===== config.mk =====
export PLATFORM = sky130hd
export DESIGN_NAME = hcr_decoder
export DESIGN_NICKNAME = d
export VERILOG_FILES = /design/src/logic/hcr_pkg.sv /design/src/logic/hcr_match.sv /design/src/logic/hcr_decoder.sv
export SDC_FILE = /design/constraint.sdc
export NUM_CORES = 1
export LEC_CHECK = 0
export BUFFER_PORTS_ARGS = -buffer_cell sky130_fd_sc_hd__buf_2
export CAP_MARGIN = 20
export CORE_MARGIN = 2
export CORE_UTILIZATION = 38
export DETAILED_ROUTE_END_ITERATION = 7
export PLACE_DENSITY = 0.61
export REMOVE_ABC_BUFFERS = 1
export SYNTH_ARGS = -nofsm -noshare
export SYNTH_HDL_FRONTEND = slang
export SYNTH_SLANG_ARGS = --single-unit

===== constraint.sdc =====
create_clock -name clk -period 5.8 [get_ports clk]
set_input_delay 0.29 -clock clk [delete_from_list [all_inputs] [get_ports clk]]
set_output_delay 0.29 -clock clk [all_outputs]
set_load 0.005 [all_outputs]

===== src/logic/hcr_pkg.sv =====
package hcr_pkg;
   // ************************************************************
   // Request type patterns, care masks, request codes
   // ************************************************************
   localparam logic [7:0]  TYPE_PORT_STATUS = 8'hA3;       // 10100011B
   localparam logic [7:0]  TYPE_SET_HUBDESC = 8'h20;       // 00100000B
   localparam logic [7:0]  TYPE_HUB_FEATURE = 8'h20;       // x0100000B
   localparam logic [7:0]  TYPE_PORT_FEAT   = 8'h23;       // x0100011B
   localparam logic [7:0]  CARE_ALL         = 8'hFF;       // Every bit compared
   localparam logic [7:0]  CARE_NO_MSB      = 8'h7F;       // Bit 7 is don't-care
   localparam logic [7:0]  REQ_GET_STATUS   = 8'h00;       // Get status code
   localparam logic [7:0]  REQ_CLR_FEATURE  = 8'h01;       // Clear feature code
   localparam logic [7:0]  REQ_SET_FEATURE  = 8'h03;       // Set feature code
   localparam logic [7:0]  REQ_SET_DESC     = 8'h07;       // Set descriptor code
   localparam logic [15:0] LEN_PORT_STATUS  = 16'h0004;    // Four bytes returned
   localparam logic [15:0] LEN_ZERO         = 16'h0000;    // No data stage
   // ************************************************************
   // Feature selectors
   // ************************************************************
   localparam logic [15:0] FSEL_CONNECTION  = 16'h0000;    // Connection
   localparam logic [15:0] FSEL_ENABLE      = 16'h0001;    // Enable
   localparam logic [15:0] FSEL_SUSPEND     = 16'h0002;    // Suspend
   localparam logic [15:0] FSEL_OVERCUR     = 16'h0003;    // Over-current
   localparam logic [15:0] FSEL_RESET       = 16'h0004;    // Reset
   localparam logic [15:0] FSEL_POWER       = 16'h0008;    // Power
   localparam logic [15:0] FSEL_LOWSPEED    = 16'h0009;    // Low speed
   localparam logic [15:0] FSEL_C_CONNECT   = 16'h0010;    // Connect change
   localparam logic [15:0] FSEL_C_ENABLE    = 16'h0011;    // Enable change
   localparam logic [15:0] FSEL_C_SUSPEND   = 16'h0012;    // Suspend change
   localparam logic [15:0] FSEL_C_OVERCUR   = 16'h0013;    // Over-current change
   localparam logic [15:0] FSEL_C_RESET     = 16'h0014;    // Reset change
   // ************************************************************
   // Status bit positions, counts
   // ************************************************************
   localparam int          ST_CONN  = 0;                   // Connect bit
   localparam int          ST_ENA   = 1;                   // Enable bit
   localparam int          ST_SUSP  = 2;                   // Suspend bit
   localparam int          ST_OVC   = 3;                   // Over-current bit
   localparam int          ST_RST   = 4;                   // Reset bit
   localparam int          ST_PWR   = 8;                   // Power bit
   localparam int          ST_LS    = 9;                   // Low-speed bit
   localparam int          NUM_PORTS = 4;                  // Downstream ports
   localparam logic [15:0] PWR_RESET = 16'h0000;           // Power off after reset
   localparam logic [7:0]  RESET_CYCLES = 8'hFA;           // Reset pulse, 250 cycles
endpackage


===== src/logic/hcr_match.sv =====
`timescale 1ns/1ps
// ************************************************************
// Masked byte compare
// ************************************************************
module hcr_match
   import hcr_pkg::*;
(
   input  wire logic [7:0] value,      // Byte under test
   input  wire logic [7:0] pattern,    // Expected pattern
   input  wire logic [7:0] care,       // Ones mark compared bits
   output logic            hit         // Masked equality
);
   // Don't-care bits masked, the rest exact
   assign hit = ((value ^ pattern) & care) == 8'h00;
endmodule


===== src/logic/hcr_decoder.sv =====
`timescale 1ns/1ps
module hcr_decoder
   import hcr_pkg::*;
#(
   parameter int NPORT = NUM_PORTS                    // Downstream port count
)(
   input  wire logic             clk,               // 25 MHz clock
   input  wire logic             nrst,              // Async reset, active low
   input  wire logic             ce,                // Clock enable
   input  wire logic             setup_valid,       // Setup packet strobe
   input  wire logic [7:0]       req_type,          // Request type byte
   input  wire logic [7:0]       req_code,          // Request code byte
   input  wire logic [15:0]      req_value,         // Value field
   input  wire logic [15:0]      req_index,         // Index field
   input  wire logic [15:0]      req_length,        // Length field
   input  wire logic [NPORT-1:0] dev_connect_pin,   // Device present, async
   input  wire logic [NPORT-1:0] dev_lowspeed_pin,  // Low-speed device, async
   input  wire logic [NPORT-1:0] overcur_pin,       // Over-current, async
   input  wire logic [NPORT-1:0] resume_done,       // Resume complete pulse
   output logic                  ack,               // Request accepted pulse
   output logic                  stall,             // Request stalled pulse
   output logic                  data_valid,        // Reply word strobe
   output logic [15:0]           data_word,         // Reply word
   output logic                  data_last,         // Last reply word
   output logic [NPORT-1:0]      port_enable,       // Port enabled
   output logic [NPORT-1:0]      port_suspend,      // Port suspended
   output logic [NPORT-1:0]      port_power,        // Port powered
   output logic [NPORT-1:0]      port_reset         // Reset signalling active
);
   // ************************************************************
   // Pin synchronisers
   // ************************************************************
   logic [NPORT-1:0] conn_s1, conn_s2;             // Connect sync stages
   logic [NPORT-1:0] ls_s1,   ls_s2;               // Low-speed sync stages
   logic [NPORT-1:0] ovc_s1,  ovc_s2;              // Over-current sync stages
   logic [NPORT-1:0] conn_d,  ovc_d;               // Previous synced values
   // Two flops per pin before any logic reads it
   always_ff @(posedge clk or negedge nrst) begin
      if (!nrst) begin
         conn_s1 <= '0;
         conn_s2 <= '0;
         ls_s1   <= '0;
         ls_s2   <= '0;
         ovc_s1  <= '0;
         ovc_s2  <= '0;
      end else if (ce) begin
         conn_s1 <= dev_connect_pin;
         conn_s2 <= conn_s1;
         ls_s1   <= dev_lowspeed_pin;
         ls_s2   <= ls_s1;
         ovc_s1  <= overcur_pin;
         ovc_s2  <= ovc_s1;
      end
   end
   // ************************************************************
   // Request decode
   // ************************************************************
   logic hit_gps, hit_shd, hit_shf, hit_spf, hit_cpf;   // Type matches
   hcr_match u_m_gps (.value(req_type), .pattern(TYPE_PORT_STATUS), .care(CARE_ALL),
                      .hit(hit_gps));
   hcr_match u_m_shd (.value(req_type), .pattern(TYPE_SET_HUBDESC), .care(CARE_ALL),
                      .hit(hit_shd));
   hcr_match u_m_shf (.value(req_type), .pattern(TYPE_HUB_FEATURE), .care(CARE_NO_MSB),
                      .hit(hit_shf));
   hcr_match u_m_spf (.value(req_type), .pattern(TYPE_PORT_FEAT), .care(CARE_NO_MSB),
                      .hit(hit_spf));
   assign hit_cpf = hit_spf;                        // Clear uses same type pattern

   logic                   port_ok;                 // Port 1..NPORT
   logic [1:0]             pidx;                    // Zero-based port
   logic                   is_gps, is_spf, is_cpf;  // Request classes
   logic                   feat_ok;                 // Feature allowed
   logic                   go_ack, go_stall;        // Decision
   // Port 0 and ports above the count have no port behind them
   assign port_ok = (req_index != 16'h0000) && (req_index <= 16'(NPORT));
   assign pidx    = 2'(req_index - 16'h0001);
   assign is_gps  = hit_gps && req_code == REQ_GET_STATUS && req_value == 16'h0000
                    && req_length == LEN_PORT_STATUS;
   assign is_spf  = hit_spf && req_code == REQ_SET_FEATURE
                    && req_length == LEN_ZERO;
   assign is_cpf  = hit_cpf && req_code == REQ_CLR_FEATURE && req_length == LEN_ZERO;

   // Set/clear acceptance per feature; connection and low speed never
   always_comb begin
      feat_ok = 1'b0;
      if (is_spf) begin
         case (req_value)
            FSEL_ENABLE, FSEL_SUSPEND, FSEL_RESET, FSEL_POWER: feat_ok = 1'b1;
            default: feat_ok = 1'b0;                       // Low speed refused
         endcase
      end else if (is_cpf) begin
         case (req_value)
            FSEL_ENABLE, FSEL_SUSPEND, FSEL_POWER, FSEL_OVERCUR,
            FSEL_C_CONNECT, FSEL_C_ENABLE, FSEL_C_SUSPEND,
            FSEL_C_OVERCUR, FSEL_C_RESET: feat_ok = 1'b1;
            default: feat_ok = 1'b0;
         endcase
      end
   end
   // Hub descriptor and hub feature writes stall first
   always_comb begin
      go_ack   = 1'b0;
      go_stall = 1'b0;
      if (hit_shd && req_code == REQ_SET_DESC) begin
         go_stall = 1'b1;
      end else if (hit_shf && req_code == REQ_SET_FEATURE) begin
         go_stall = 1'b1;
      end else if (is_gps) begin
         go_ack   = port_ok;
         go_stall = !port_ok;
      end else if (is_spf || is_cpf) begin
         go_ack   = port_ok && feat_ok;
         go_stall = !(port_ok && feat_ok);
      end else begin
         go_stall = 1'b1;                 // Nothing else handled here
      end
   end
   logic take;                                      // Accepted request edge
   logic busy_reg;                                  // Reply in progress
   assign take = ce && setup_valid && !busy_reg;
   // ************************************************************
   // Handshake outputs
   // ************************************************************
   always_ff @(posedge clk or negedge nrst) begin
      if (!nrst) begin
         ack   <= 1'b0;
         stall <= 1'b0;
      end else if (ce) begin
         ack   <= setup_valid && !busy_reg && go_ack;
         stall <= setup_valid && !busy_reg && go_stall;
      end
   end
   // ************************************************************
   // Port state
   // ************************************************************
   logic [NPORT-1:0] c_conn, c_ena, c_susp, c_ovc, c_rst;  // Change flags
   logic [7:0]       rst_cnt [NPORT];               // Reset timers
   logic             do_set, do_clr;                // Accepted feature writes
   assign do_set = take && go_ack && is_spf;
   assign do_clr = take && go_ack && is_cpf;
   genvar g;
   generate
      for (g = 0; g < NPORT; g++) begin : g_port
         logic sel;                                 // This port addressed
         logic rst_end;                             // Reset timer expiring
         assign sel     = (pidx == 2'(g));
         assign rst_end = port_reset[g] && rst_cnt[g] == 8'h01;
         // Control bits follow accepted writes; over-current cuts power
         always_ff @(posedge clk or negedge nrst) begin
            if (!nrst) begin
               port_enable[g]  <= 1'b0;
               port_suspend[g] <= 1'b0;
               port_power[g]   <= PWR_RESET[g];
               port_reset[g]   <= 1'b0;
               rst_cnt[g]      <= 8'h00;
            end else if (ce) begin
               if (do_set && sel) begin
                  if (req_value == FSEL_ENABLE)  port_enable[g]  <= 1'b1;
                  if (req_value == FSEL_SUSPEND) port_suspend[g] <= 1'b1;
                  if (req_value == FSEL_POWER)   port_power[g]   <= 1'b1;
                  if (req_value == FSEL_RESET) begin
                     port_reset[g] <= 1'b1;
                     rst_cnt[g]    <= RESET_CYCLES;
                  end
               end else if (do_clr && sel) begin
                  if (req_value == FSEL_ENABLE)  port_enable[g]  <= 1'b0;
                  if (req_value == FSEL_SUSPEND) port_suspend[g] <= 1'b0;
                  if (req_value == FSEL_POWER)   port_power[g]   <= 1'b0;
               end
               if (rst_end) begin
                  port_reset[g]  <= 1'b0;
                  port_enable[g] <= 1'b1;           // Reset completes enabled
               end else if (port_reset[g]) begin
                  rst_cnt[g] <= rst_cnt[g] - 8'h01;
               end
               if (resume_done[g]) port_suspend[g] <= 1'b0;
               if (ovc_s2[g]) begin
                  port_power[g]  <= 1'b0;
                  port_enable[g] <= 1'b0;
               end
            end
         end
         // Change flags: hardware set wins over host clear
         always_ff @(posedge clk or negedge nrst) begin
            if (!nrst) begin
               c_conn[g] <= 1'b0;
               c_ena[g]  <= 1'b0;
               c_susp[g] <= 1'b0;
               c_ovc[g]  <= 1'b0;
               c_rst[g]  <= 1'b0;
            end else if (ce) begin
               if (do_clr && sel && req_value == FSEL_C_CONNECT) c_conn[g] <= 1'b0;
               if (do_clr && sel && req_value == FSEL_C_ENABLE)  c_ena[g]  <= 1'b0;
               if (do_clr && sel && req_value == FSEL_C_SUSPEND) c_susp[g] <= 1'b0;
               if (do_clr && sel && (req_value == FSEL_C_OVERCUR
                                     || req_value == FSEL_OVERCUR)) c_ovc[g] <= 1'b0;
               if (do_clr && sel && req_value == FSEL_C_RESET)   c_rst[g]  <= 1'b0;
               if (conn_s2[g] != conn_d[g]) c_conn[g] <= 1'b1;
               if (ovc_s2[g] && port_enable[g]) c_ena[g] <= 1'b1;
               if (resume_done[g] && port_suspend[g]) c_susp[g] <= 1'b1;
               if (ovc_s2[g] != ovc_d[g]) c_ovc[g] <= 1'b1;
               if (rst_end) c_rst[g] <= 1'b1;
            end
         end
      end
   endgenerate
   // Edge history for change detection
   always_ff @(posedge clk or negedge nrst) begin
      if (!nrst) begin
         conn_d <= '0;
         ovc_d  <= '0;
      end else if (ce) begin
         conn_d <= conn_s2;
         ovc_d  <= ovc_s2;
      end
   end
   // ************************************************************
   // Status reply: status word then change word
   // ************************************************************
   logic [15:0] chg_hold;                           // Change word for second beat
   always_ff @(posedge clk or negedge nrst) begin
      if (!nrst) begin
         busy_reg   <= 1'b0;
         data_valid <= 1'b0;
         data_last  <= 1'b0;
         data_word  <= 16'h0000;
         chg_hold   <= 16'h0000;
      end else if (ce) begin
         data_valid <= 1'b0;
         data_last  <= 1'b0;
         if (take && go_ack && is_gps) begin
            busy_reg   <= 1'b1;
            data_valid <= 1'b1;
            data_word  <= 16'h0000;
            data_word[ST_CONN] <= conn_s2[pidx];
            data_word[ST_ENA]  <= port_enable[pidx];
            data_word[ST_SUSP] <= port_suspend[pidx];
            data_word[ST_OVC]  <= ovc_s2[pidx];
            data_word[ST_RST]  <= port_reset[pidx];
            data_word[ST_PWR]  <= port_power[pidx];
            data_word[ST_LS]   <= ls_s2[pidx];
            chg_hold <= {11'h000, c_rst[pidx], c_ovc[pidx], c_susp[pidx],
                         c_ena[pidx], c_conn[pidx]};
         end else if (busy_reg) begin
            busy_reg   <= 1'b0;
            data_valid <= 1'b1;
            data_last  <= 1'b1;
            data_word  <= chg_hold;
         end
      end
   end
endmodule


==> results.tsv <==
metric	value	unit
Initial Util	38.7	%
GRT Util Overall	19.8	%
final setup fails	0	
Synth Instances	587	
Post-synth EDFFs	0	
hold buffers post-CTS	1	
antenna-violating nets left	0	
cell with the most instances after synthesis	dfrtp_1	
top_reg_cell synth	dfrtp_1	
total negative slack	0	ns
Netlist cell types	65	
Tmin final	2.84	ns
share of layout cells above drive strength 1	28.4	%
top-area cell type share of the netlist area	47.6	%
critical path capture point type	register	
Power Total	2.12	mW
final WL	16400	um
Max-Slew Margin vs Limit	35.4	%
worst hold slack	0.101	ns
row cnt	46	
wire per inst	17.7	um
grt ovf	0	
unrepaired setup endpoints after global routing	no	
first-pass GRT wire length	27300	um
CP Class	primary input to register	
initial DRC count	411	
TritonRoute pass-1 iters	5	
synth cell count leaders	117 x dfrtp_1, 67 x nand2_1, 30 x mux2_2	
fin util	47.2	%
Clock Latency Late Sink	0.42	ns
clock slew at reported path FFs	0.06	ns
area leader, netlist	dfrtp_1	
top post-synthesis cells by area	dfrtp_1 48%, mux2_2 5.5%, mux4_2 4.4%, nand2_1 4.1%, ha_1 2.4%	
vias per inst	5.56	
largest net degree at the start of global routing	61	
# IOs	120	
Most flops, register	rst_cnt	
Crit path required time	6.08	ns
Least-Margin Pin Slew	0.961	ns
number of global-route vias before repair	5324	
Worst setup SP type	primary input	
skew final	0.00730	ns
Max clock buf depth	2	
Die Width	131	um
Top Registers	rst_cnt: 32 flops, data_word: 7 flops, chg_hold: 5 flops	
total number of vias	5152	
Power per Cell Area	283	nW/um2
mean area per synthesized cell	10.5	um2
CTS tree	done	
Core Region	15900	um2
max-cap violation count	0	
worst min-delay path class	primary input to register	
initial antenna violation count	0	
Final GP Congestion	0.889	
Final Non-Filler Cells	927	
status	finished clean	
Ant. Diodes	0	
synthesized flop and latch total	117	
Ys Warns	0	
P_leak	3.46	nW
PnR worst setup slack	2.96	ns
Layout area overhead	21.8	%
critical path data arrival time	3.12	ns
Final HPWL DP	12000	um
drt drc	0	
CTS H-tree depth	4	
Async SR Flop Fraction	100	%
setup bufs post-CTS	0	
# nets final	794	
placed cell count	894	
IO buf count	110	
period utilization	49.0	%
Die Y	131	um
placed cell areas	6870	um2
CTS sink cnt	117	
max reg flops	32	
final instance area	7500	um2
max frequency	352	MHz
cells resized by post-CTS repair	0	
die area	17200	um2
sequential share of the synthesized area	47.6	%
dpl ws	2.59	ns
CTS Buf Count	17	
worst-path fanout max	18	
IR drop worst, VDD	0.000230	V
post-synthesis cell area	6150	um2
Max Slew Vio Count	0	
clk root buf	clkbuf_16	
Fin. Hold Viols	0	
[final timing paths]
kind | cells after the start | slack, ns | startpoint | end
max in group asynchronous | 3 | 4.04 | nrst | ovc_s2[1]
hold / removal | 2 | 0.10 | dev_connect_pin[2] | conn_s1[2]
min in group asynchronous | 2 | 0.47 | nrst | rst_cnt[6]
hold reg to reg | 1 | 0.49 | c_ena[2] | c_ena[2]
setup reg to reg | 7 | 3.44 | rst_cnt[9] | rst_cnt[15]
setup / recovery | 9 | 2.96 | req_index[0] | rst_cnt[0]
[report_power, final]
group / leakage (nW) / switching (mW) / total (mW) / internal (mW)
sequential: 1.50 / 0.0272 / 0.878 / 0.851
combinational: 1.66 / 0.0825 / 0.159 / 0.0763
clock: 0.296 / 0.375 / 1.08 / 0.710
total: 3.46 / 0.484 / 2.12 / 1.64
[cell usage in the layout (no fill, tap or decap), types with 6 or more instances in the layout]
cell type / Yosys / routed
dfrtp_1: 117 / 117
buf_2: 3 / 109
nand2_1: 67 / 67
mux2_2: 30 / 30
nor2_1: 27 / 27
o21ai_0: 26 / 26
nand3_1: 23 / 23
inv_1: 22 / 22
a21oi_1: 22 / 22
nand4_1: 19 / 19
nor4_1: 18 / 18
clkbuf_16: 0 / 17
and3_1: 15 / 15
nor3_1: 14 / 14
mux4_2: 12 / 12
ha_1: 12 / 12
xor2_1: 10 / 10
a22o_1: 10 / 10
xnor2_1: 9 / 9
conb_1: 1 / 9
nor3b_1: 7 / 7
a32o_1: 7 / 7
or3_1: 6 / 6
and2_1: 6 / 6
a21boi_0: 6 / 6
[per-layer routing]
metal  share of wire, %  GRT usage, %
met1                 45          25.5
met2                 48          32.3
met3                5.7          6.10
met4                1.4          5.68
met5                  0             0
[worst max-delay path: stages]
cell and delay (ns):
buf_2 0.42, inv_1 0.14, ha_1 0.27, xnor2_1 0.25, and4_1 0.25, and4_1 0.58, nand4_1 0.42, nor2_1 0.37
o31ai_1 0.11
[cell families (layout without fill, tap and decap cells)]
family	Yosys count	count (layout)	synth area share (%)
and+or+nand+nor	230	230	20.0
DFF	117	117	47.6
adders and majority gates	12	12	2.44
buffers and inverters	52	168	3.90
AOI/OAI and AO/OA	106	106	11.8
muxes	50	50	11.5
other	1	9	0.0609
xor gates and xnor gates	19	19	2.70
[final cells by class]
type | instances | area, um2
sequential | 117 | 2930
tap | 216 | 270
inverter | 23 | 86.3
clock inverter | 11 | 149
timing repair buffer | 113 | 578
multi-input combinational | 426 | 3020
clock buffer | 21 | 470
fill | 1494 | 8390
No activity file was read; power rests on OpenSTA's default activity.
